<file path="config.mk">
export PLATFORM = sky130hd
export DESIGN_NAME = adc_seq_ctrl
export DESIGN_NICKNAME = d
export VERILOG_FILES = /design/src/hw/adc_seq_pkg.sv /design/src/hw/adc_seq_ctrl.sv /design/src/hw/conv_clock_div.sv
export VERILOG_INCLUDE_DIRS = /design/src /design/src/hw
export SDC_FILE = /design/constraint.sdc
export NUM_CORES = 1
export LEC_CHECK = 0
export ABC_AREA = 1
export ABC_CLOCK_PERIOD_IN_PS = 2700
export BUFFER_PORTS_ARGS = -buffer_cell sky130_fd_sc_hd__buf_2
export CAP_MARGIN = 20
export CORE_ASPECT_RATIO = 0.5
export CORE_MARGIN = 2
export CORE_UTILIZATION = 53
export CTS_CLUSTER_SIZE = 30
export DETAILED_ROUTE_END_ITERATION = 7
export PLACE_DENSITY = 0.84
export SYNTH_ARGS = -nofsm -noshare
export SYNTH_HDL_FRONTEND = slang
export SYNTH_SLANG_ARGS = --single-unit
</file>
<file path="constraint.sdc">
create_clock -name pclk -period 2.7 [get_ports pclk]
set_clock_uncertainty 0.2 [all_clocks]
set_input_delay 0.405 -clock pclk [delete_from_list [all_inputs] [get_ports pclk]]
set_output_delay 0.405 -clock pclk [all_outputs]
set_load 0.01 [all_outputs]
</file>
<file path="src/hw/adc_seq_cfg.svh">
// Offsets, field positions, reset values and timing counts for the
// converter sequencing block. Assumes a 32-bit APB register bus.
`ifndef ADC_SEQ_CFG_SVH
`define ADC_SEQ_CFG_SVH

// ----------------------------------------------------------------------
// Register offsets (byte addresses)
// ----------------------------------------------------------------------
`define OFS_CTRL0 12'h000
`define OFS_CTRL1 12'h004
`define OFS_RES_HIGH 12'h008
`define OFS_RES_LOW 12'h00C
`define OFS_PINFN 12'h010
`define OFS_STATUS 12'h014

// ----------------------------------------------------------------------
// Control register 0 fields
// ----------------------------------------------------------------------
`define C0_CHAN_LSB 0
`define C0_FMT_BIT 4
`define C0_PWR_BIT 5
`define C0_BUSY_BIT 6
`define C0_START_BIT 7

// ----------------------------------------------------------------------
// Control register 1 fields
// ----------------------------------------------------------------------
`define C1_DIV_LSB 0
`define C1_REF_LSB 3
`define C1_SRC_LSB 6

// ----------------------------------------------------------------------
// Status register fields
// ----------------------------------------------------------------------
`define ST_FLAG_BIT 0
`define ST_GIE_BIT 1
`define ST_CIE_BIT 2

// ----------------------------------------------------------------------
// Reset values and timing
// ----------------------------------------------------------------------
`define CTRL0_RST 8'h00
`define CTRL1_RST 8'h00
`define SAMPLE_CLKS 4'h4
`define TOTAL_CLKS 4'hE
`define FULL_SCALE 10'h3FF

`endif

</file>
<file path="src/hw/adc_seq_pkg.sv">
// Types for the converter sequencing block.
// Assumes the constants header is included where numbers are needed.
package adc_seq_pkg;

  typedef enum logic [1:0] {
    ST_IDLE = 2'b00,
    ST_SAMPLE = 2'b01,
    ST_CONVERT = 2'b10
  } conv_state_t;

  typedef enum logic [1:0] {
    REF_PIN = 2'b00,
    REF_SUPPLY = 2'b01,
    REF_AMP = 2'b10,
    REF_PIN_ALT = 2'b11
  } ref_sel_t;

  // Analog switch controls towards the converter core
  typedef struct packed {
    logic [3:0] pin_connect;
    logic prox_amp;
    logic batt_div4;
    logic supply_div4;
    logic ref_supply;
    logic ref_amp;
    logic ref_pin;
    logic powered;
    logic sampling;
  } analog_ctl_t;

  // Per-pin digital controls for the shared pins
  typedef struct packed {
    logic [3:0] analog_mode;
    logic [3:0] pull_enable;
    logic [3:0] out_enable;
  } pin_ctl_t;

endpackage : adc_seq_pkg

</file>
<file path="src/hw/adc_seq_ctrl.sv">
// Sequencing and register control for a 10-bit SAR converter.
// Assumes an APB master on pclk and an analog core that returns a code.
`timescale 1ns/1ps
`default_nettype none
`include "adc_seq_cfg.svh"

// Function
// [RQ1] Ref select: 01 supply, 10 amplifier, 00/11 external pin.
// [RQ2] Source 00, channel 0-3 connects analog pin 0-3.
// [RQ3] Source 00, channel 4-7 connects nothing; input floats.
// [RQ4] Channel 4-7, sources 01/10/11 pick amp, battery/4, supply/4.
// [RQ5] Software sets a non-existent channel before internal sources.
// [RQ6] Analog pin mode disables other functions and the pull-up.
// [RQ7] Analog pin mode overrides the port direction.
// [RQ8] Sampling phase lasts four converter clocks.
// [RQ9] Ten converting clocks follow; fourteen in total.
// [RQ10] Start bit low-high-low begins a conversion.
// [RQ11] Busy high during conversion, low when result valid.
// [RQ12] Software enables both interrupt enables for interrupts.
// [RQ13] Software sets divider before enabling and starting.
// [RQ14] Power bit low turns converter circuitry off.
// [RQ15] Format bit arranges result across high and low.
// [RQ16] Result ten bits wide; full scale 3FF.
// [RQ17] One step is reference divided by 1024.
// [RQ18] Conversion runs on its own without stalling the core.
// [RQ19] Busy set at start; completion sets flag and interrupt.
// [RQ20] Converter clock is system clock over two to the code.
// [RQ21] Software waits settling time after power on.
// [RQ22] Start during conversion aborts and restarts; busy stays.
// [RQ23] Format 0: left aligned 8+2; format 1: right aligned.
module adc_seq_ctrl
  import adc_seq_pkg::*;
#(
  parameter int RES_W = 10,
  parameter int NPINS = 4
) (
  input wire logic pclk,
  input wire logic presetn,
  input wire logic psel,
  input wire logic penable,
  input wire logic pwrite,
  input wire logic [11:0] paddr,
  input wire logic [31:0] pwdata,
  output logic [31:0] prdata,
  output logic pready,
  output logic pslverr,
  input wire logic [RES_W-1:0] core_code,
  input wire logic [NPINS-1:0] port_dir_out,
  input wire logic [NPINS-1:0] port_pull_req,
  output adc_seq_pkg::analog_ctl_t analog_ctl,
  output adc_seq_pkg::pin_ctl_t pin_ctl,
  output logic conv_irq
);
  import adc_seq_pkg::*;

  // --------------------------------------------------------------------
  // Registers
  // --------------------------------------------------------------------
  logic [7:0] ctrl0_reg;
  logic [7:0] ctrl1_reg;
  logic [NPINS-1:0] pinfn_reg;
  logic start_prev_reg;
  logic busy_reg;
  logic irq_flag_reg;
  logic gie_reg;
  logic cie_reg;
  logic [RES_W-1:0] result_reg;
  conv_state_t state_reg;
  logic [3:0] clk_cnt_reg;
  logic tick;
  logic start_pulse;
  logic done;
  logic wr_en;
  logic rd_en;
  logic addr_ok;
  logic [7:0] res_high;
  logic [7:0] res_low;

  logic [2:0] ext_channel_select;
  logic [1:0] input_source_select;
  logic [1:0] ref_source_select;
  logic [2:0] conv_clock_divider;
  logic converter_power_on;
  logic result_format_select;

  assign ext_channel_select = ctrl0_reg[`C0_CHAN_LSB +: 3];
  assign result_format_select = ctrl0_reg[`C0_FMT_BIT];
  assign converter_power_on = ctrl0_reg[`C0_PWR_BIT];
  assign conv_clock_divider = ctrl1_reg[`C1_DIV_LSB +: 3];
  assign ref_source_select = ctrl1_reg[`C1_REF_LSB +: 2];
  assign input_source_select = ctrl1_reg[`C1_SRC_LSB +: 2];

  // --------------------------------------------------------------------
  // APB slave
  // --------------------------------------------------------------------
  // Zero wait states: every access completes in its access phase.
  assign wr_en = psel && penable && pwrite;
  assign rd_en = psel && !penable && !pwrite;
  assign addr_ok = (paddr == `OFS_CTRL0) || (paddr == `OFS_CTRL1) ||
                   (paddr == `OFS_RES_HIGH) || (paddr == `OFS_RES_LOW) ||
                   (paddr == `OFS_PINFN) || (paddr == `OFS_STATUS);

  always_ff @(posedge pclk or negedge presetn) begin
    if (!presetn) begin
      pready <= 1'b0;
      pslverr <= 1'b0;
    end else begin
      pready <= psel && !penable;
      pslverr <= psel && !penable && !addr_ok;
    end
  end

  always_ff @(posedge pclk or negedge presetn) begin
    if (!presetn) begin
      prdata <= 32'h0000_0000;
    end else if (rd_en) begin
      case (paddr)
        `OFS_CTRL0: prdata <= {24'h00_0000, ctrl0_reg[7],
                               busy_reg, ctrl0_reg[5:0]};
        `OFS_CTRL1: prdata <= {24'h00_0000, ctrl1_reg};
        `OFS_RES_HIGH: prdata <= {24'h00_0000, res_high};
        `OFS_RES_LOW: prdata <= {24'h00_0000, res_low};
        `OFS_PINFN: prdata <= {28'h000_0000, pinfn_reg};
        `OFS_STATUS: prdata <= {29'h0000_0000, cie_reg, gie_reg,
                                irq_flag_reg};
        default: prdata <= 32'h0000_0000;
      endcase
    end
  end

  // Writes land on the access edge; ready is high then by construction.
  always_ff @(posedge pclk or negedge presetn) begin
    if (!presetn) begin
      ctrl0_reg <= `CTRL0_RST;
      ctrl1_reg <= `CTRL1_RST;
      pinfn_reg <= '0;
      gie_reg <= 1'b0;
      cie_reg <= 1'b0;
    end else if (wr_en && pready) begin
      case (paddr)
        `OFS_CTRL0: ctrl0_reg <= pwdata[7:0];
        `OFS_CTRL1: ctrl1_reg <= pwdata[7:0];
        `OFS_PINFN: pinfn_reg <= pwdata[NPINS-1:0];
        `OFS_STATUS: begin
          gie_reg <= pwdata[`ST_GIE_BIT];
          cie_reg <= pwdata[`ST_CIE_BIT];
        end
        default: ;
      endcase
    end
  end

  // --------------------------------------------------------------------
  // Start detection
  // --------------------------------------------------------------------
  // [RQ10] falling start edge after high
  always_ff @(posedge pclk or negedge presetn) begin
    if (!presetn) begin
      start_prev_reg <= 1'b0;
    end else begin
      start_prev_reg <= ctrl0_reg[`C0_START_BIT];
    end
  end
  assign start_pulse = start_prev_reg && !ctrl0_reg[`C0_START_BIT] &&
                       converter_power_on;

  // [RQ20] converter clock tick
  conv_clock_div #(
    .DIV_W(3)
  ) u_div (
    .pclk(pclk),
    .presetn(presetn),
    .div_code(conv_clock_divider),
    .restart(start_pulse),
    .tick(tick)
  );

  // --------------------------------------------------------------------
  // Conversion sequencer
  // --------------------------------------------------------------------
  // [RQ18] runs beside the bus, never stalls it
  always_ff @(posedge pclk or negedge presetn) begin
    if (!presetn) begin
      state_reg <= ST_IDLE;
      clk_cnt_reg <= 4'h0;
    end else if (!converter_power_on) begin
      state_reg <= ST_IDLE;
      clk_cnt_reg <= 4'h0;
    end else if (start_pulse) begin
      // [RQ22] restart aborts current conversion
      state_reg <= ST_SAMPLE;
      clk_cnt_reg <= 4'h0;
    end else if (tick) begin
      case (state_reg)
        ST_SAMPLE: begin
          clk_cnt_reg <= clk_cnt_reg + 4'h1;
          // [RQ8] four sampling clocks
          if (clk_cnt_reg == `SAMPLE_CLKS - 4'h1) begin
            state_reg <= ST_CONVERT;
          end
        end
        ST_CONVERT: begin
          clk_cnt_reg <= clk_cnt_reg + 4'h1;
          // [RQ9] fourteen clocks in total
          if (clk_cnt_reg == `TOTAL_CLKS - 4'h1) begin
            state_reg <= ST_IDLE;
            clk_cnt_reg <= 4'h0;
          end
        end
        ST_IDLE: ;
        default: state_reg <= ST_IDLE;
      endcase
    end
  end

  assign done = tick && !start_pulse && converter_power_on &&
                state_reg == ST_CONVERT &&
                clk_cnt_reg == `TOTAL_CLKS - 4'h1;

  // [RQ11] busy flag
  // [RQ19] busy set at start
  always_ff @(posedge pclk or negedge presetn) begin
    if (!presetn) begin
      busy_reg <= 1'b0;
    end else if (start_pulse) begin
      busy_reg <= 1'b1;
    end else if (done || !converter_power_on) begin
      busy_reg <= 1'b0;
    end
  end

  // [RQ16] ten-bit result captured at end
  // [RQ17] step scaling lives in the analog core
  always_ff @(posedge pclk or negedge presetn) begin
    if (!presetn) begin
      result_reg <= '0;
    end else if (done) begin
      result_reg <= core_code;
    end
  end

  // [RQ19] completion flag; set wins over clear
  always_ff @(posedge pclk or negedge presetn) begin
    if (!presetn) begin
      irq_flag_reg <= 1'b0;
    end else if (done) begin
      irq_flag_reg <= 1'b1;
    end else if (wr_en && pready && paddr == `OFS_STATUS &&
                 pwdata[`ST_FLAG_BIT]) begin
      irq_flag_reg <= 1'b0;
    end
  end

  always_ff @(posedge pclk or negedge presetn) begin
    if (!presetn) begin
      conv_irq <= 1'b0;
    end else begin
      conv_irq <= irq_flag_reg && gie_reg && cie_reg;
    end
  end

  // [RQ15] format select
  // [RQ23] left or right alignment
  always_comb begin
    if (result_format_select) begin
      res_high = {6'h00, result_reg[9:8]};
      res_low = result_reg[7:0];
    end else begin
      res_high = result_reg[9:2];
      res_low = {result_reg[1:0], 6'h00};
    end
  end

  // --------------------------------------------------------------------
  // Analog and pin switch control
  // --------------------------------------------------------------------
  always_ff @(posedge pclk or negedge presetn) begin
    if (!presetn) begin
      {analog_ctl.prox_amp, analog_ctl.batt_div4, analog_ctl.supply_div4,
       analog_ctl.ref_supply, analog_ctl.ref_amp, analog_ctl.ref_pin,
       analog_ctl.powered, analog_ctl.sampling} <= 8'h00;
    end else begin
      // [RQ14] power off opens every switch
      analog_ctl.powered <= converter_power_on;
      analog_ctl.sampling <= converter_power_on && state_reg == ST_SAMPLE;
      // [RQ1] reference routing
      analog_ctl.ref_supply <= converter_power_on &&
                               ref_source_select == REF_SUPPLY;
      analog_ctl.ref_amp <= converter_power_on &&
                            ref_source_select == REF_AMP;
      analog_ctl.ref_pin <= converter_power_on &&
                            (ref_source_select == REF_PIN ||
                             ref_source_select == REF_PIN_ALT);
      // [RQ4] internal sources only with channel 4-7
      analog_ctl.prox_amp <= converter_power_on &&
                             ext_channel_select[2] &&
                             input_source_select == 2'b01;
      analog_ctl.batt_div4 <= converter_power_on &&
                              ext_channel_select[2] &&
                              input_source_select == 2'b10;
      analog_ctl.supply_div4 <= converter_power_on &&
                                ext_channel_select[2] &&
                                input_source_select == 2'b11;
    end
  end

  genvar gi;
  generate
    for (gi = 0; gi < NPINS; gi++) begin : g_pin
      always_ff @(posedge pclk or negedge presetn) begin
        if (!presetn) begin
          analog_ctl.pin_connect[gi] <= 1'b0;
          pin_ctl.analog_mode[gi] <= 1'b0;
          pin_ctl.pull_enable[gi] <= 1'b0;
          pin_ctl.out_enable[gi] <= 1'b0;
        end else begin
          // [RQ2] pin per channel code
          // [RQ3] codes 4-7 leave input floating
          analog_ctl.pin_connect[gi] <= converter_power_on &&
            input_source_select == 2'b00 &&
            ext_channel_select == 3'(gi);
          pin_ctl.analog_mode[gi] <= pinfn_reg[gi];
          // [RQ6] analog mode drops pull-up
          pin_ctl.pull_enable[gi] <= port_pull_req[gi] && !pinfn_reg[gi];
          // [RQ7] analog mode overrides direction
          pin_ctl.out_enable[gi] <= port_dir_out[gi] && !pinfn_reg[gi];
        end
      end
    end
  endgenerate

  // --------------------------------------------------------------------
  // Assertions
  // --------------------------------------------------------------------
  busy_on_start_a: // [RQ19]
    assert property (@(posedge pclk) disable iff (!presetn)
      start_pulse |=> busy_reg)
    else $error("busy not set after start");

  sample_len_a: // [RQ8]
    assert property (@(posedge pclk) disable iff (!presetn)
      (tick && state_reg == ST_SAMPLE && clk_cnt_reg == 4'h3 &&
       !start_pulse && converter_power_on) |=> state_reg == ST_CONVERT)
    else $error("sampling did not end after four clocks");

  done_clears_busy_a: // [RQ11]
    assert property (@(posedge pclk) disable iff (!presetn)
      done |=> !busy_reg && irq_flag_reg)
    else $error("completion did not clear busy and set flag");

  restart_busy_a: // [RQ22]
    assert property (@(posedge pclk) disable iff (!presetn)
      (busy_reg && start_pulse) |=> busy_reg && state_reg == ST_SAMPLE)
    else $error("restart lost busy");

  power_off_a: // [RQ14]
    assert property (@(posedge pclk) disable iff (!presetn)
      !converter_power_on |=> analog_ctl.pin_connect == '0 &&
        !analog_ctl.ref_pin && !analog_ctl.prox_amp)
    else $error("switch closed with power off");

  float_chan_a: // [RQ3]
    assert property (@(posedge pclk) disable iff (!presetn)
      ext_channel_select[2] |=> analog_ctl.pin_connect == '0)
    else $error("pin connected for channel 4-7");

  pull_off_a: // [RQ6]
    assert property (@(posedge pclk) disable iff (!presetn)
      pinfn_reg[0] |=> !pin_ctl.pull_enable[0] && !pin_ctl.out_enable[0])
    else $error("analog pin kept digital function");

  ref_supply_a: // [RQ1]
    assert property (@(posedge pclk) disable iff (!presetn)
      (converter_power_on && ref_source_select == 2'b01) |=>
        analog_ctl.ref_supply && !analog_ctl.ref_pin)
    else $error("reference routing wrong");

  format_a: // [RQ23]
    assert property (@(posedge pclk) disable iff (!presetn)
      !result_format_select |-> res_low[5:0] == 6'h00 &&
        res_high == result_reg[9:2])
    else $error("left alignment wrong");

endmodule // adc_seq_ctrl

`default_nettype wire

</file>
<file path="src/hw/conv_clock_div.sv">
// Converter clock divider: emits a one-cycle tick every 2**code pclk.
// Assumes pclk is the system clock; tick replaces a divided clock.
`timescale 1ns/1ps
`default_nettype none

module conv_clock_div #(
  parameter int DIV_W = 3
) (
  input wire logic pclk,
  input wire logic presetn,
  input wire logic [DIV_W-1:0] div_code,
  input wire logic restart,
  output logic tick
);

  logic [7:0] count_reg;
  logic [7:0] limit;

  assign limit = 8'((9'h001 << div_code) - 9'h001);

  // [RQ20] divide by power of two
  always_ff @(posedge pclk or negedge presetn) begin
    if (!presetn) begin
      count_reg <= 8'h00;
      tick <= 1'b0;
    end else if (restart) begin
      // Preload so the first tick lands a full period after restart
      count_reg <= 8'h01;
      tick <= (limit == 8'h00);
    end else if (count_reg >= limit) begin
      count_reg <= 8'h00;
      tick <= 1'b1;
    end else begin
      count_reg <= count_reg + 8'h01;
      tick <= 1'b0;
    end
  end

endmodule // conv_clock_div

`default_nettype wire

</file>
Word-level counts from Yosys, hierarchy flattened
Index checks and enable logic that the tools add are counted.
{ "word_totals": {"register_bits": 109, "input_bits": 67, "out_inout_bits": 59, "word_cells": 159} }
{ "classes": {"n_addsub": 3, "n_lt_le_gt_ge": 1, "eq_ne": 23, "shift": 1, "n_mux": 22, "reduce_logical": 68} }
{ "ops": {"columns": ["cell", "n"], "rows": [
  ["$pmux W8 S6", 1],
  ["$logic_and A1 B1 Y1", 37],
  ["$mux W8", 4],
  ["$eq A12 B4 Y1 const B", 2],
  ["$eq A12 B5 Y1 const B", 2],
  ["$mux W4", 4],
  ["$eq A12 B3 Y1 const B", 1],
  ["$logic_not A12 Y1", 1],
  ["$eq A2 B2 Y1 const B", 5],
  ["$logic_not A1 Y1", 10],
  ["$mux W2", 5],
  ["$reduce_and A2 Y1", 5],
  ["$add A8 B1 Y8 const B", 1],
  ["$ge A8 B8 Y1", 1],
  ["$logic_not A8 Y1", 1],
  ["$ne A4 B4 Y1 const B", 2],
  ["$pmux W4 S2", 1],
  ["$shl A1 B3 Y8 const A", 1],
  ["$sub A8 B1 Y8 const B", 1],
  ["$logic_or A1 B1 Y1", 7],
  ["$eq A2 B1 Y1 const B", 3],
  ["$eq A3 B2 Y1 const B", 2],
  ["$logic_not A2 Y1", 3],
  ["$mux W1", 6],
  ["other kinds (11)", 12]
]} }

Logic depth before layout (Yosys ltp)
Gate-level depths: netlist (run 1).
{ "depth": {"word_depth": 11, "mapped_depth": 15, "depth_no_buf": 15} }

Modules after synthesis
A second synthesis (run 1) with hierarchy kept.
{ "hier_totals": {"cells_unflattened": 524, "hier_area_um2": 4423.0} }
{ "by_module_without_submodules": {"columns": ["mod", "instances", "cells_per_inst", "area_per_inst_um2", "seq_area_each_um2"], "rows": [
  ["adc_seq_ctrl", 1, 441, 3771.1, 1876.8],
  ["conv_clock_div", 1, 83, 651.9, 225.2]
]} }

Worst setup path before layout (run 1)
Ideal clock, no wire load.
{ "synth_path": {"kind": "reg-to-reg", "start": "reg ctrl1_reg[1]", "end": "reg u_div.count_reg[1]", "setup_ps": 77, "t_arrival_ps": 2085, "required_ps": 2423, "slack_ps": 338, "stages_incl_launch_ff": 15, "n_path_buf": 0, "period_less_slack_ps": 2362, "path_cell_list": "dfrtp_1 -> nor2_1 -> inv_1 -> nor2_1 -> inv_1 -> ha_1 -> o21ai_0 -> o21ai_0 -> o21ai_0 -> ha_1 -> nand2_1 -> nor2_1 -> nor3_1 -> nand4_1 -> nor2_1"} }
{ "synth_via": {"elab_chain_cells": 5} }
{ "synth_lines": {"columns": ["item", "line_no", "rtl"], "rows": [
  ["from (decl)", "adc_seq_ctrl.sv:60", "logic [7:0] ctrl1_reg;"],
  ["from (signal assigned)", "adc_seq_ctrl.sv:135", "ctrl1_reg <= `CTRL1_RST;"],
  ["from (signal assigned)", "adc_seq_ctrl.sv:142", "`OFS_CTRL1: ctrl1_reg <= pwdata[7:0];"],
  ["$shl A1 B3 Y8", "conv_clock_div.sv:19", "assign limit = 8'((9'h001 << div_code) - 9'h001);"],
  ["$sub A8 B1 Y8", "conv_clock_div.sv:19", null],
  ["$ge A8 B8 Y1", "conv_clock_div.sv:30", "end else if (count_reg >= limit) begin"],
  ["$mux W8", "conv_clock_div.sv:30", null],
  ["$mux W8", "conv_clock_div.sv:26", "end else if (restart) begin"],
  ["to (signal assigned)", "conv_clock_div.sv:34", "count_reg <= count_reg + 8'h01;"],
  ["to (decl)", "conv_clock_div.sv:16", "logic [7:0] count_reg;"]
]} }
No other way between the ends.
A chain may end at the register's enable or synchronous reset.

Worst setup path in the final report (run 1)
{ "layout_path": {"start": "reg ctrl1_reg[1]", "end": "reg u_div.count_reg[2]"} }
The elaborated chain is that of the path after synthesis.

==> summary.txt, run 1 <==
Run status
  – Outcome: completed

Route
  – DRC: 0
  – Initial DRC count: 188
  – Via/cell ratio: 5.04
  – ANT nets after route: 0
  – Pre-antenna DRT Iters: 8
  – Via count: 3685
  – Drt wl/cell: 13.3 um
  – Final wirelength: 9.69 mm

Clock tree
  – Cts bufs inserted: 9
  – H-tree depth: 3
  – Total clock sinks: 84
  – Skew-Pair Late Insertion Delay: 0.34 ns
  – Clock-pin slew on the worst setup and hold paths: 0.07 ns
  – Root Driver: clkbuf_16
  – CTS tree: done
  – Clock Tree Buf Depth: 2

Critical path
  – Crit path required time: 2.72 ns
  – CP max stage delay: 0.44 ns
  – Crit path DAT: 2.53 ns
  – Critical path class: reg -> reg
  – Slowest CP cell: dfrtp_2
  – Crit-path cells: nor2_2 -> inv_1 -> nor2_2 -> inv_1 -> ha_2 -> inv_1 -> xor2_1 -> inv_1 -> ha_1 -> nand2_1 -> o21ai_1 -> nand2_1 -> nand4_1 -> buf_6 -> nor2_1
  – Most common cell on crit path: inv_1
  – Crit path capture type: register
  – Setup crit start kind: register
  – Critical path peak fanout: 7

Timing
  – Period utilisation layout: 0.930
  – Min cycle time layout: 2.51 ns
  – Fin Setup TNS: 0 ns
  – Final setup viols: 0
  – Max-slew violation count: 0
  – Max frequency: 398 MHz
  – Final Hold Viols: 0
  – Actual slew at the worst max-slew pin: 0.560 ns
  – RSZ-0062 raised after global routing: no
  – Slew headroom: 0.626
  – Setup WS post-layout: 0.190 ns

Synthesis
  – Synth top area cells: dfrtp_1, nand2_1, inv_1, ha_1, buf_4
  – Seq/Total Area, Yosys: 0.468
  – Adder-cell share of the synthesized area: 0.0502
  – Synth Flop Type: dfrtp_1
  – Mapped Area: 0.00449 mm^2
  – Largest family of logic cells by synthesized area: simple AND/OR/NAND/NOR gates
  – Yosys cell types: 39
  – Yosys warns: 0
  – Post-Synth XOR/XNOR Area: 0.0117
  – Fraction of registers with async set/reset: 1.00
  – Synthesized instance count: 526
  – Synthesized area per cell: 8.53 um^2
  – Post-Synth Simple-Gate Area: 0.257
  – Multiplexer share of the synthesized area: 0.00334
  – Synth top area share: 0.468
  – Largest area contributor in the netlist: dfrtp_1
  – Synth Register Bits: 84
  – Post-synthesis compound-gate area fraction: 0.0906
  – EDFF count, synth: 0

Place
  – Port Buffer Count: 77
  – Post-DP HPWL: 7.11 mm
  – Placer Congestion: 0.873
  – Place WS: 0.0370 ns
  – Dpl cells: 713

Cells and area
  – Share of post-route cells with drive strength above 1: 0.249
  – Diodes inserted: 0
  – Syn-to-layout area delta: 18.1%
  – Filler instances: 638
  – Final Net Count: 699
  – Fin cells: 731

Global routing
  – Largest net degree at the start of global routing: 45
  – Vias in the first global route: 3567
  – Congestion Overflow GR: 0
  – Initial antenna violation count: 0
  – First-pass GRT wire length: 16.4 mm
  – Overall routing resource usage: 0.225

Die
  – I/O pins: 126
  – Die X-Extent: 134 um
  – Die height: 69.1 um
  – Core ar.: 0.00812 mm^2
  – Die Area: 0.00927 mm^2
  – Rows: 23
  – Initial core utilization: 0.553

Pwr
  – Leak: 2.75 nW
  – Power density over the cells: 563 mW/mm^2
  – Peak supply drop: 0.390 mV

Min path
  – Tightest Hold Check Type: in -> reg

Run
  – Max-cap violations: 0
==> path summary, 6_finish.rpt <==
check,startpoint,end,slack [ns],cells after the start
hold / removal,penable,pready,0.06,2
hold reg to reg,ctrl0_reg[7],start_prev_reg,0.22,0
max in group asynchronous,presetn,ctrl1_reg[2],1.32,3
min in group asynchronous,presetn,u_div.count_reg[6],0.40,2
setup / recovery,ctrl1_reg[1],u_div.count_reg[2],0.19,15
setup reg to reg,ctrl1_reg[1],u_div.count_reg[2],0.19,15
==> routing by layer <==
metal  global-route usage  wire [um]
met1                0.290       4220
met2                0.369       4670
met3               0.0596        680
met4               0.0772        118
met5                    0          0
==> synth_stat cells (2+ instances only) <==
cell        n
inv_1      71
a21oi_1     9
ha_1       18
or2_2       4
nand2_2     4
dfrtp_1    84
nand3_2     4
nand4_1    12
buf_6       4
o21ai_2    14
o21ai_0    27
xnor2_1     3
conb_1      2
a211oi_1    2
buf_4      25
inv_2       3
nand3_1    34
xor2_1      3
nor4_1      5
nor2_1     48
nor3_1      7
buf_2       2
o21ai_1     9
nand2_1   103
nand3b_1    6
nor2_4      7
nor2_2      4
==> cells by family after synthesis <==
| logic type | Yosys count |
|---|---|
| AND/OR/NAND/NOR | 241 |
| AO/OA/AOI/OAI | 67 |
| adder cells (fa/ha/maj) | 18 |
| flip-flops | 84 |
| multiplexers | 1 |
| other | 2 |
| buffers and inverters | 107 |
| XOR/XNOR | 6 |
==> power breakdown <==
group / internal, W / total [W] / switching, W
logic: 0.000119 / 0.000305 / 0.000185
registers: 0.00130 / 0.00133 / 0.0000272
clock network: 0.000843 / 0.00135 / 0.000509
==> cell type report <==
type / instances / area [um^2] / area share
Clock buffer: 10 / 239 / 0.0451
Clock inverter: 6 / 95.1 / 0.0179
Inverter: 75 / 282 / 0.0531
Multi-Input combinational cell: 358 / 1970 / 0.371
Sequential cell: 84 / 2100 / 0.397
Tap cell: 112 / 140 / 0.0264
Timing Repair Buffer: 86 / 474 / 0.0895
==> metrics by stage <==
stage,hold WS (ns),power [W],util,cell area [um^2]
global route,0.0628,0.00312,0.653,5300
finish,0.0617,0.00298,0.653,5300
CTS,0.0506,0.00299,0.650,5270
detailed placement,0.209,0.00164,0.607,4920
floorplan,-0.0906,0.00153,-,4580
global placement,0.201,0.00163,0.607,4920
==> worst max-delay path, delay by kind of cell, from the launching register on <==
family	cells	cell delay (ns)
and+or+nand+nor	6	0.50
buffers and inverters	5	0.46
adders and majority gates	2	0.46
DFF	1	0.44
xor gates and xnor gates	1	0.19
AOI/OAI and AO/OA	1	0.12
==> layout by cell type (no fill, tap or decap), types with 5 or more instances in the layout <==
master       n
a21oi_1      9
buf_2       76
buf_4        7
clkbuf_16    9
conb_1      25
dfrtp_1     82
ha_1        17
inv_1       71
nand2_1    103
nand3_1     34
nand3b_1     6
nand4_1     12
nor2_1      44
nor2_2       8
nor2_4       7
nor3_1       6
nor4_1       5
o21ai_0     24
o21ai_1     11
o21ai_2     15
==> what timing repair did <==
item	CTS	global route
pin swaps	0	4
gates resized for setup	1	12
endpoints found under the setup margin	5	9
setup buffers	0	1
hold buffers	1	0
endpoints found under the hold margin	42	0
No activity file was read; power rests on OpenSTA's default activity.
==> run 2, diff against run 1 <==
CORE_UTILIZATION = 54   (was 53)
CTS_BUF_LIST = sky130_fd_sc_hd__clkbuf_2 sky130_fd_sc_hd__clkbuf_4 sky130_fd_sc_hd__clkbuf_8   (was not set)
PLACE_DENSITY = 0.85   (was 0.84)
==> summary.txt, run 2 (same netlist as run 1, synthesis figures left out) <==
Global routing
  – First-pass GRT wire length: 15.5 mm (was 16.4 mm)
  – Largest net degree at the start of global routing: 44 (was 45)
  – Initial antenna violation count: 0 (unchanged)
  – Congestion Overflow GR: 0 (unchanged)
  – Overall routing resource usage: 0.225 (about the same)
  – Vias in the first global route: 3447 (was 3567)

Route
  – Via count: 3707 (was 3685)
  – Via/cell ratio: 5.07 (was 5.04)
  – ANT nets after route: 0 (unchanged)
  – DRC: 0 (unchanged)
  – Drt wl/cell: 13.3 um (about the same)
  – Pre-antenna DRT Iters: 5 (was 8)
  – Final wirelength: 9.73 mm (was 9.69 mm)
  – Initial DRC count: 295 (was 188)

Cells and area
  – Diodes inserted: 0 (unchanged)
  – Final Net Count: 699 (unchanged)
  – Most common cell after layout, fill and taps aside: nand2_1 (unchanged)
  – Commonest non-fill, non-tap cells in the layout: nand2_1, dfrtp_1, buf_2 (unchanged)
  – Fin area: 0.00523 mm^2 (was 0.00530 mm^2)
  – FF+latch area: 0.00210 mm^2 (about the same)
  – Multi-input logic area: 0.00198 mm^2 (was 0.00197 mm^2)
  – Share of post-route cells with drive strength above 1: 0.250 (was 0.249)
  – Filler instances: 643 (was 638)
  – Fin util: 0.651 (was 0.653)
  – Syn-to-layout area delta: 16.4% (was 18.1%)

Critical path
  – Critical path peak fanout: 7 (unchanged)
  – R2r setup slk: 0.16 ns (was 0.19 ns)
  – Crit path required time: 2.76 ns (was 2.72 ns)
  – Critical path class: reg -> reg (unchanged)
  – Crit path DAT: 2.60 ns (was 2.53 ns)
  – Setup crit start kind: register (unchanged)
  – FF-to-FF path depth: 15 (unchanged)
  – Reg2reg start: ctrl1_reg[1] (unchanged)
  – FF-to-FF End: u_div.count_reg[4] (was u_div.count_reg[2])
  – Crit path capture type: register (unchanged)

Clock tree
  – Clock-pin slew on the worst setup and hold paths: 0.09 ns (was 0.07 ns)
  – Clock Tree Buf Depth: 2 (unchanged)
  – Root Driver: clkbuf_8 (was clkbuf_16)
  – Total clock sinks: 84 (unchanged)
  – Cts bufs inserted: 9 (unchanged)
  – CTS tree: done (unchanged)
  – Skew-Pair Late Insertion Delay: 0.38 ns (was 0.34 ns)
  – H-tree depth: 3 (unchanged)

Min path
  – Worst hold path depth: 2 (unchanged)
  – Hold path endpoint: pready (unchanged)
  – Tightest Hold Check Type: in -> reg (unchanged)
  – Hold Startpoint: penable (unchanged)

Timing
  – Max-slew violation count: 0 (unchanged)
  – Slew headroom: 0.607 (was 0.626)
  – Period utilisation layout: 0.939 (was 0.930)
  – Fin Setup TNS: 0 ns (unchanged)
  – Hold slack: 0.0134 ns (was 0.0617 ns)
  – Final setup viols: 0 (unchanged)
  – Final Hold Viols: 0 (unchanged)
  – Actual slew at the worst max-slew pin: 0.589 ns (was 0.560 ns)
  – Max frequency: 394 MHz (was 398 MHz)
  – Min cycle time layout: 2.54 ns (was 2.51 ns)

Die
  – Die Area: 0.00910 mm^2 (was 0.00927 mm^2)
  – Die X-Extent: 133 um (was 134 um)
  – I/O pins: 126 (unchanged)
  – Rows: 23 (unchanged)
  – Die height: 68.5 um (was 69.1 um)
  – Initial core utilization: 0.559 (was 0.553)
  – Core ar.: 0.00803 mm^2 (was 0.00812 mm^2)

Pwr
  – Power share of the combinational group: 0.110 (was 0.102)
  – PnR Total Power: 0.00272 W (was 0.00298 W)
  – Seq pwr share: 0.486 (was 0.445)
  – Switching part of the total power: 0.253 (was 0.242)
  – Leak: 2.72 nW (was 2.75 nW)
  – Clock Power Share: 0.403 (was 0.453)
  – Power density over the cells: 521 mW/mm^2 (was 563 mW/mm^2)
  – Int Pwr: 0.00203 W (was 0.00226 W)
  – Sw Pwr: 0.000688 W (was 0.000722 W)
  – Peak supply drop: 0.218 mV (was 0.390 mV)

Run status
  – Outcome: completed (unchanged)

Place
  – Port Buffer Count: 77 (unchanged)
  – Post-DP HPWL: 7.26 mm (was 7.11 mm)
  – Post-Place Cell Area: 0.00492 mm^2 (unchanged)
  – Placer Congestion: 0.900 (was 0.873)

Run
  – Max-cap violations: 0 (unchanged)
-- run 2: layout make-up --
class | count | area share
well taps | 112 | 0.0268
repair buffers | 86 | 0.0907
multi-input cells | 358 | 0.379
clock buffers | 9 | 0.0237
inverters | 75 | 0.0539
flip-flops and latches | 84 | 0.402
clock inverters | 7 | 0.0235
-- run 2: worst max path at each step --
stage	slack, ns	cells past startpoint	end	startpoint
floorplan	0.34	14	u_div.count_reg[1]	ctrl1_reg[1]
global placement	0.09	14	u_div.count_reg[1]	ctrl1_reg[1]
detailed placement	-0.04	14	u_div.count_reg[5]	ctrl1_reg[1]
CTS	0.02	15	u_div.count_reg[2]	ctrl1_reg[1]
global route	-0.05	15	u_div.count_reg[7]	ctrl1_reg[1]
finish	0.16	15	u_div.count_reg[4]	ctrl1_reg[1]
-- run 2: power by group through the flow --
stage	Sequential, W	Combinational, W	Clock (W)
2_1_floorplan	0.00135	0.000179	0
3_3_place_gp	0.00135	0.000269	0
3_5_place_dp	0.00135	0.000278	0
4_1_cts	0.00132	0.000294	0.00111
5_1_grt	0.00133	0.000339	0.00117
6_report	0.00132	0.000300	0.00110
-- run 2: per-stage QoR --
stage | instances | setup WS, ns
finish | 731 | 0.164
global route | 731 | -0.0514
CTS | 731 | 0.0230
detailed placement | 713 | -0.0427
global placement | 713 | 0.0879
floorplan | 549 | 0.338
-- run 2: routing by layer --
layer  track usage  share of wire
met1         0.281           0.44
met2         0.381           0.47
met3        0.0556          0.073
met4         0.103          0.019
met5             0              0
-- run 2: worst max-delay path, cell delays in order, from the launching register on --
cell     delay (ns)
dfrtp_2        0.47
nor2_4         0.12
inv_1          0.06
nor2_2         0.10
inv_1          0.07
ha_2           0.21
inv_2          0.08
xor2_2         0.15
inv_1          0.08
ha_1           0.27
nand2_1        0.06
o21ai_1        0.15
nand2_1        0.10
nand4_1        0.12
buf_6          0.14
nor2_1         0.04
-- run 2: timing repair --
action	in CTS	in global routing
setup buffers	1	0
pin swaps	1	5
hold endpoints to repair	42	0
hold buffers	1	0
setup endpoints to repair	7	9
gates resized for setup	0	16
==> run 3, diff against run 2 <==
ABC_AREA = not set   (was 1)
CORE_UTILIZATION = 53   (was 54)
RECOVER_POWER = 50   (was not set)
==> summary.txt, run 3 <==
Timing
  – RSZ-0062 raised after global routing: yes
  – Hold slack: 0.0549 ns (was 0.0134 ns)
  – Max frequency: 361 MHz (was 394 MHz)
  – Slew headroom: 0.266 (was 0.607)
  – Actual slew at the worst max-slew pin: 1.10 ns (was 0.589 ns)
  – Period utilisation layout: 1.03 (was 0.939)
  – Setup WS post-layout: -0.0731 ns (was 0.164 ns)
  – Min cycle time layout: 2.77 ns (was 2.54 ns)
  – Max-slew violation count: 0 (unchanged)
  – Fin Setup TNS: -0.359 ns (was 0 ns)
  – Final Hold Viols: 0 (unchanged)
  – Final setup viols: 7 (was 0)

Run
  – Max-cap violations: 0 (unchanged)

Pwr
  – Sw Pwr: 0.000725 W (was 0.000688 W)
  – Clock Power Share: 0.357 (was 0.403)
  – Power density over the cells: 552 mW/mm^2 (was 521 mW/mm^2)
  – Leak: 2.49 nW (was 2.72 nW)
  – Switching part of the total power: 0.264 (was 0.253)
  – Peak supply drop: 0.370 mV (was 0.218 mV)
  – Power share of the combinational group: 0.146 (was 0.110)
  – Int Pwr: 0.00203 W (about the same)
  – Seq pwr share: 0.497 (was 0.486)

Cells and area
  – Filler instances: 584 (was 643)
  – Final Net Count: 546 (was 699)
  – Commonest non-fill, non-tap cells in the layout: dfrtp_1, buf_2, mux2_2 (was nand2_1, dfrtp_1, buf_2)
  – Multi-input logic area: 0.00197 mm^2 (was 0.00198 mm^2)
  – FF+latch area: 0.00210 mm^2 (about the same)
  – Most common cell after layout, fill and taps aside: dfrtp_1 (was nand2_1)
  – Share of post-route cells with drive strength above 1: 0.345 (was 0.250)
  – Diodes inserted: 0 (unchanged)
  – Syn-to-layout area delta: 19.2% (was 16.4%)

Global routing
  – Largest net degree at the start of global routing: 85 (was 44)
  – Overall routing resource usage: 0.217 (was 0.225)
  – GR peak layer: met2 (unchanged)
  – First-pass GRT wire length: 14.2 mm (was 15.5 mm)
  – Met2 usage: 0.334 (was 0.381)
  – Initial antenna violation count: 0 (unchanged)
  – Met3 Resource Use GR: 0.0667 (was 0.0556)
  – Vias in the first global route: 2911 (was 3447)
  – M1 GR Usage: 0.291 (was 0.281)
  – Congestion Overflow GR: 0 (unchanged)

Critical path
  – Slowest CP cell: or3_4 (was dfrtp_2)
  – WP buf/inv: 0 (was 5)
  – Crit path required time: 2.78 ns (was 2.76 ns)
  – Crit path DAT: 2.86 ns (was 2.60 ns)
  – Crit path capture type: register (unchanged)
  – Critical path class: reg -> reg (unchanged)
  – Setup crit start kind: register (unchanged)
  – R2r setup slk: -0.07 ns (was 0.16 ns)
  – CP max stage delay: 0.41 ns (was 0.47 ns)
  – CP delay by family, top: compound AO/OA/AOI/OAI gates (was simple AND/OR/NAND/NOR gates)
  – Crit-path cells: or3_4 -> ha_4 -> xor2_1 -> nor2_1 -> a21oi_1 -> ha_1 -> a21o_1 -> a211oi_4 -> o21ai_4 -> a211oi_2 (was nor2_4 -> inv_1 -> nor2_2 -> inv_1 -> ha_2 -> inv_2 -> xor2_2 -> inv_1 -> ha_1 -> nand2_1 -> o21ai_1 -> nand2_1 -> nand4_1 -> buf_6 -> nor2_1)
  – Critical path peak fanout: 4 (was 7)

Run status
  – Violated checks: setup timing
  – Outcome: complete, but fails checks (was completed)

Route
  – Initial DRC count: 229 (was 295)
  – Pre-antenna DRT Iters: 4 (was 5)
  – ANT nets after route: 0 (unchanged)
  – Via count: 3081 (was 3707)
  – Drt wl/cell: 15.0 um (was 13.3 um)
  – DRC: 0 (unchanged)
  – Final wirelength: 8.61 mm (was 9.73 mm)
  – Via/cell ratio: 5.37 (was 5.07)

Synthesis
  – Mapped Area: 0.00418 mm^2 (was 0.00449 mm^2)
  – Fraction of registers with async set/reset: 1.00 (unchanged)
  – EDFF count, synth: 0 (unchanged)
  – Synthesized area per cell: 11.3 um^2 (was 8.53 um^2)
  – Synth cell count leaders: dfrtp_1, mux2_2, buf_4 (was nand2_1, dfrtp_1, inv_1)
  – Largest area contributor in the netlist: dfrtp_1 (unchanged)
  – Synth Register Bits: 84 (unchanged)
  – Yosys warns: 0 (unchanged)
  – Synth top area cells: dfrtp_1, mux2_2, ha_1, buf_4, nand2_1 (was dfrtp_1, nand2_1, inv_1, ha_1, buf_4)
  – Synthesized instance count: 371 (was 526)
  – Synth Flop Type: dfrtp_1 (unchanged)
  – Yosys cell types: 53 (was 39)
  – Most frequent cell after synthesis: dfrtp_1 (was nand2_1)
  – Seq/Total Area, Yosys: 0.503 (was 0.468)
  – Synth top area share: 0.503 (was 0.468)

Die
  – Initial core utilization: 0.559 (about the same)
  – Die Area: 0.00866 mm^2 (was 0.00910 mm^2)
  – Die X-Extent: 130 um (was 133 um)
  – I/O pins: 126 (unchanged)
  – Die height: 66.8 um (was 68.5 um)
  – Rows: 22 (was 23)
  – Core ar.: 0.00749 mm^2 (was 0.00803 mm^2)

Clock tree
  – Skew-Pair Late Insertion Delay: 0.36 ns (was 0.38 ns)
  – CTS tree: done (unchanged)
  – Total clock sinks: 84 (unchanged)
  – Cts bufs inserted: 9 (unchanged)
  – Root Driver: clkbuf_8 (unchanged)
  – Clock-pin slew on the worst setup and hold paths: 0.08 ns (was 0.09 ns)
  – H-tree depth: 3 (unchanged)
  – Clock Tree Buf Depth: 2 (unchanged)

Min path
  – Tightest Hold Check Type: in -> reg (unchanged)

Place
  – Placer Congestion: 0.830 (was 0.900)
  – Port Buffer Count: 77 (unchanged)
  – Post-DP HPWL: 6.22 mm (was 7.26 mm)
## run 3: changes by cell type in the layout (fill, tap and decap cells not counted), sizes merged, moves of 12 or more
cell	previous run	this run
inv	75	14
nor2	59	16
nand2	108	22
nand3	39	12
mux2	1	34
nor2b	0	12
o21ai	50	13
## run 3: stage by stage
step	total power [W]	utilization	setup WS, ns	std cells	area (um^2)
3_5_place_dp	0.00170	0.623	-0.0000853	552	4660
2_1_floorplan	0.00160	-	0.00800	394	4310
5_1_grt	0.00288	0.666	-0.172	574	4990
4_1_cts	0.00268	0.653	-0.0244	569	4890
6_report	0.00275	0.666	-0.0731	574	4990
3_3_place_gp	0.00169	0.623	0.0864	552	4660
## run 3: routing by layer
layer / vias up / wire length, um / share of wire
met4: 0 / 124 / 0.014
met3: 11 / 633 / 0.073
met2: 107 / 4050 / 0.47
li1: 1441 / - / -
met5: - / 0 / 0
met1: 1522 / 3810 / 0.44
## run 3: timing repair
| action | 4_1_cts | 5_1_grt |
|---|---|---|
| gates cloned | 0 | 1 |
| endpoints found under the hold margin | 84 | 0 |
| setup buffers | 0 | 4 |
| hold buffers | 1 | 0 |
| setup endpoints to repair | 2 | 9 |
| pin swaps | 0 | 2 |
| resized for setup | 0 | 13 |
## run 3: power groups by stage
| stage | clock network, W | logic [W] | registers [W] |
|---|---|---|---|
| 5_1_grt | 0.00106 | 0.000448 | 0.00137 |
| 2_1_floorplan | 0 | 0.000223 | 0.00137 |
| 4_1_cts | 0.00100 | 0.000316 | 0.00136 |
| 3_5_place_dp | 0 | 0.000314 | 0.00139 |
| 3_3_place_gp | 0 | 0.000304 | 0.00139 |
| 6_report | 0.000984 | 0.000402 | 0.00137 |
## run 3: worst paths after layout
kind	start	end	cells after the start
min in group asynchronous	presetn	result_reg[8]	3
min reg2reg	ctrl0_reg[7]	start_prev_reg	0
max in group asynchronous	presetn	analog_ctl[0]	3
min	port_pull_req[2]	pin_ctl[6]	2
max reg2reg	ctrl1_reg[1]	u_div.count_reg[2]	10
max	ctrl1_reg[1]	u_div.count_reg[2]	10
## run 3: cell type report
| cell class | count | area share |
|---|---|---|
| well taps | 108 | 0.0271 |
| flip-flops and latches | 84 | 0.422 |
| clock buffers | 11 | 0.0291 |
| multi-input cells | 260 | 0.396 |
| inverters | 14 | 0.0105 |
| clock inverters | 5 | 0.0151 |
| repair buffers | 92 | 0.101 |
## run 3: cells by family (layout without fill, tap and decap cells)
kind of cell             Yosys count  after routing  synth area share
AND/OR/NAND/NOR                  107            107             0.145
flip-flops                        84             84             0.503
AO/OA/AOI/OAI                     59             60            0.0969
buffers and inverters             51            122            0.0694
multiplexers                      41             41             0.111
adder cells (fa/ha/maj)           18             18            0.0538
XOR/XNOR                           9              9            0.0188
other                              2             25           0.00180
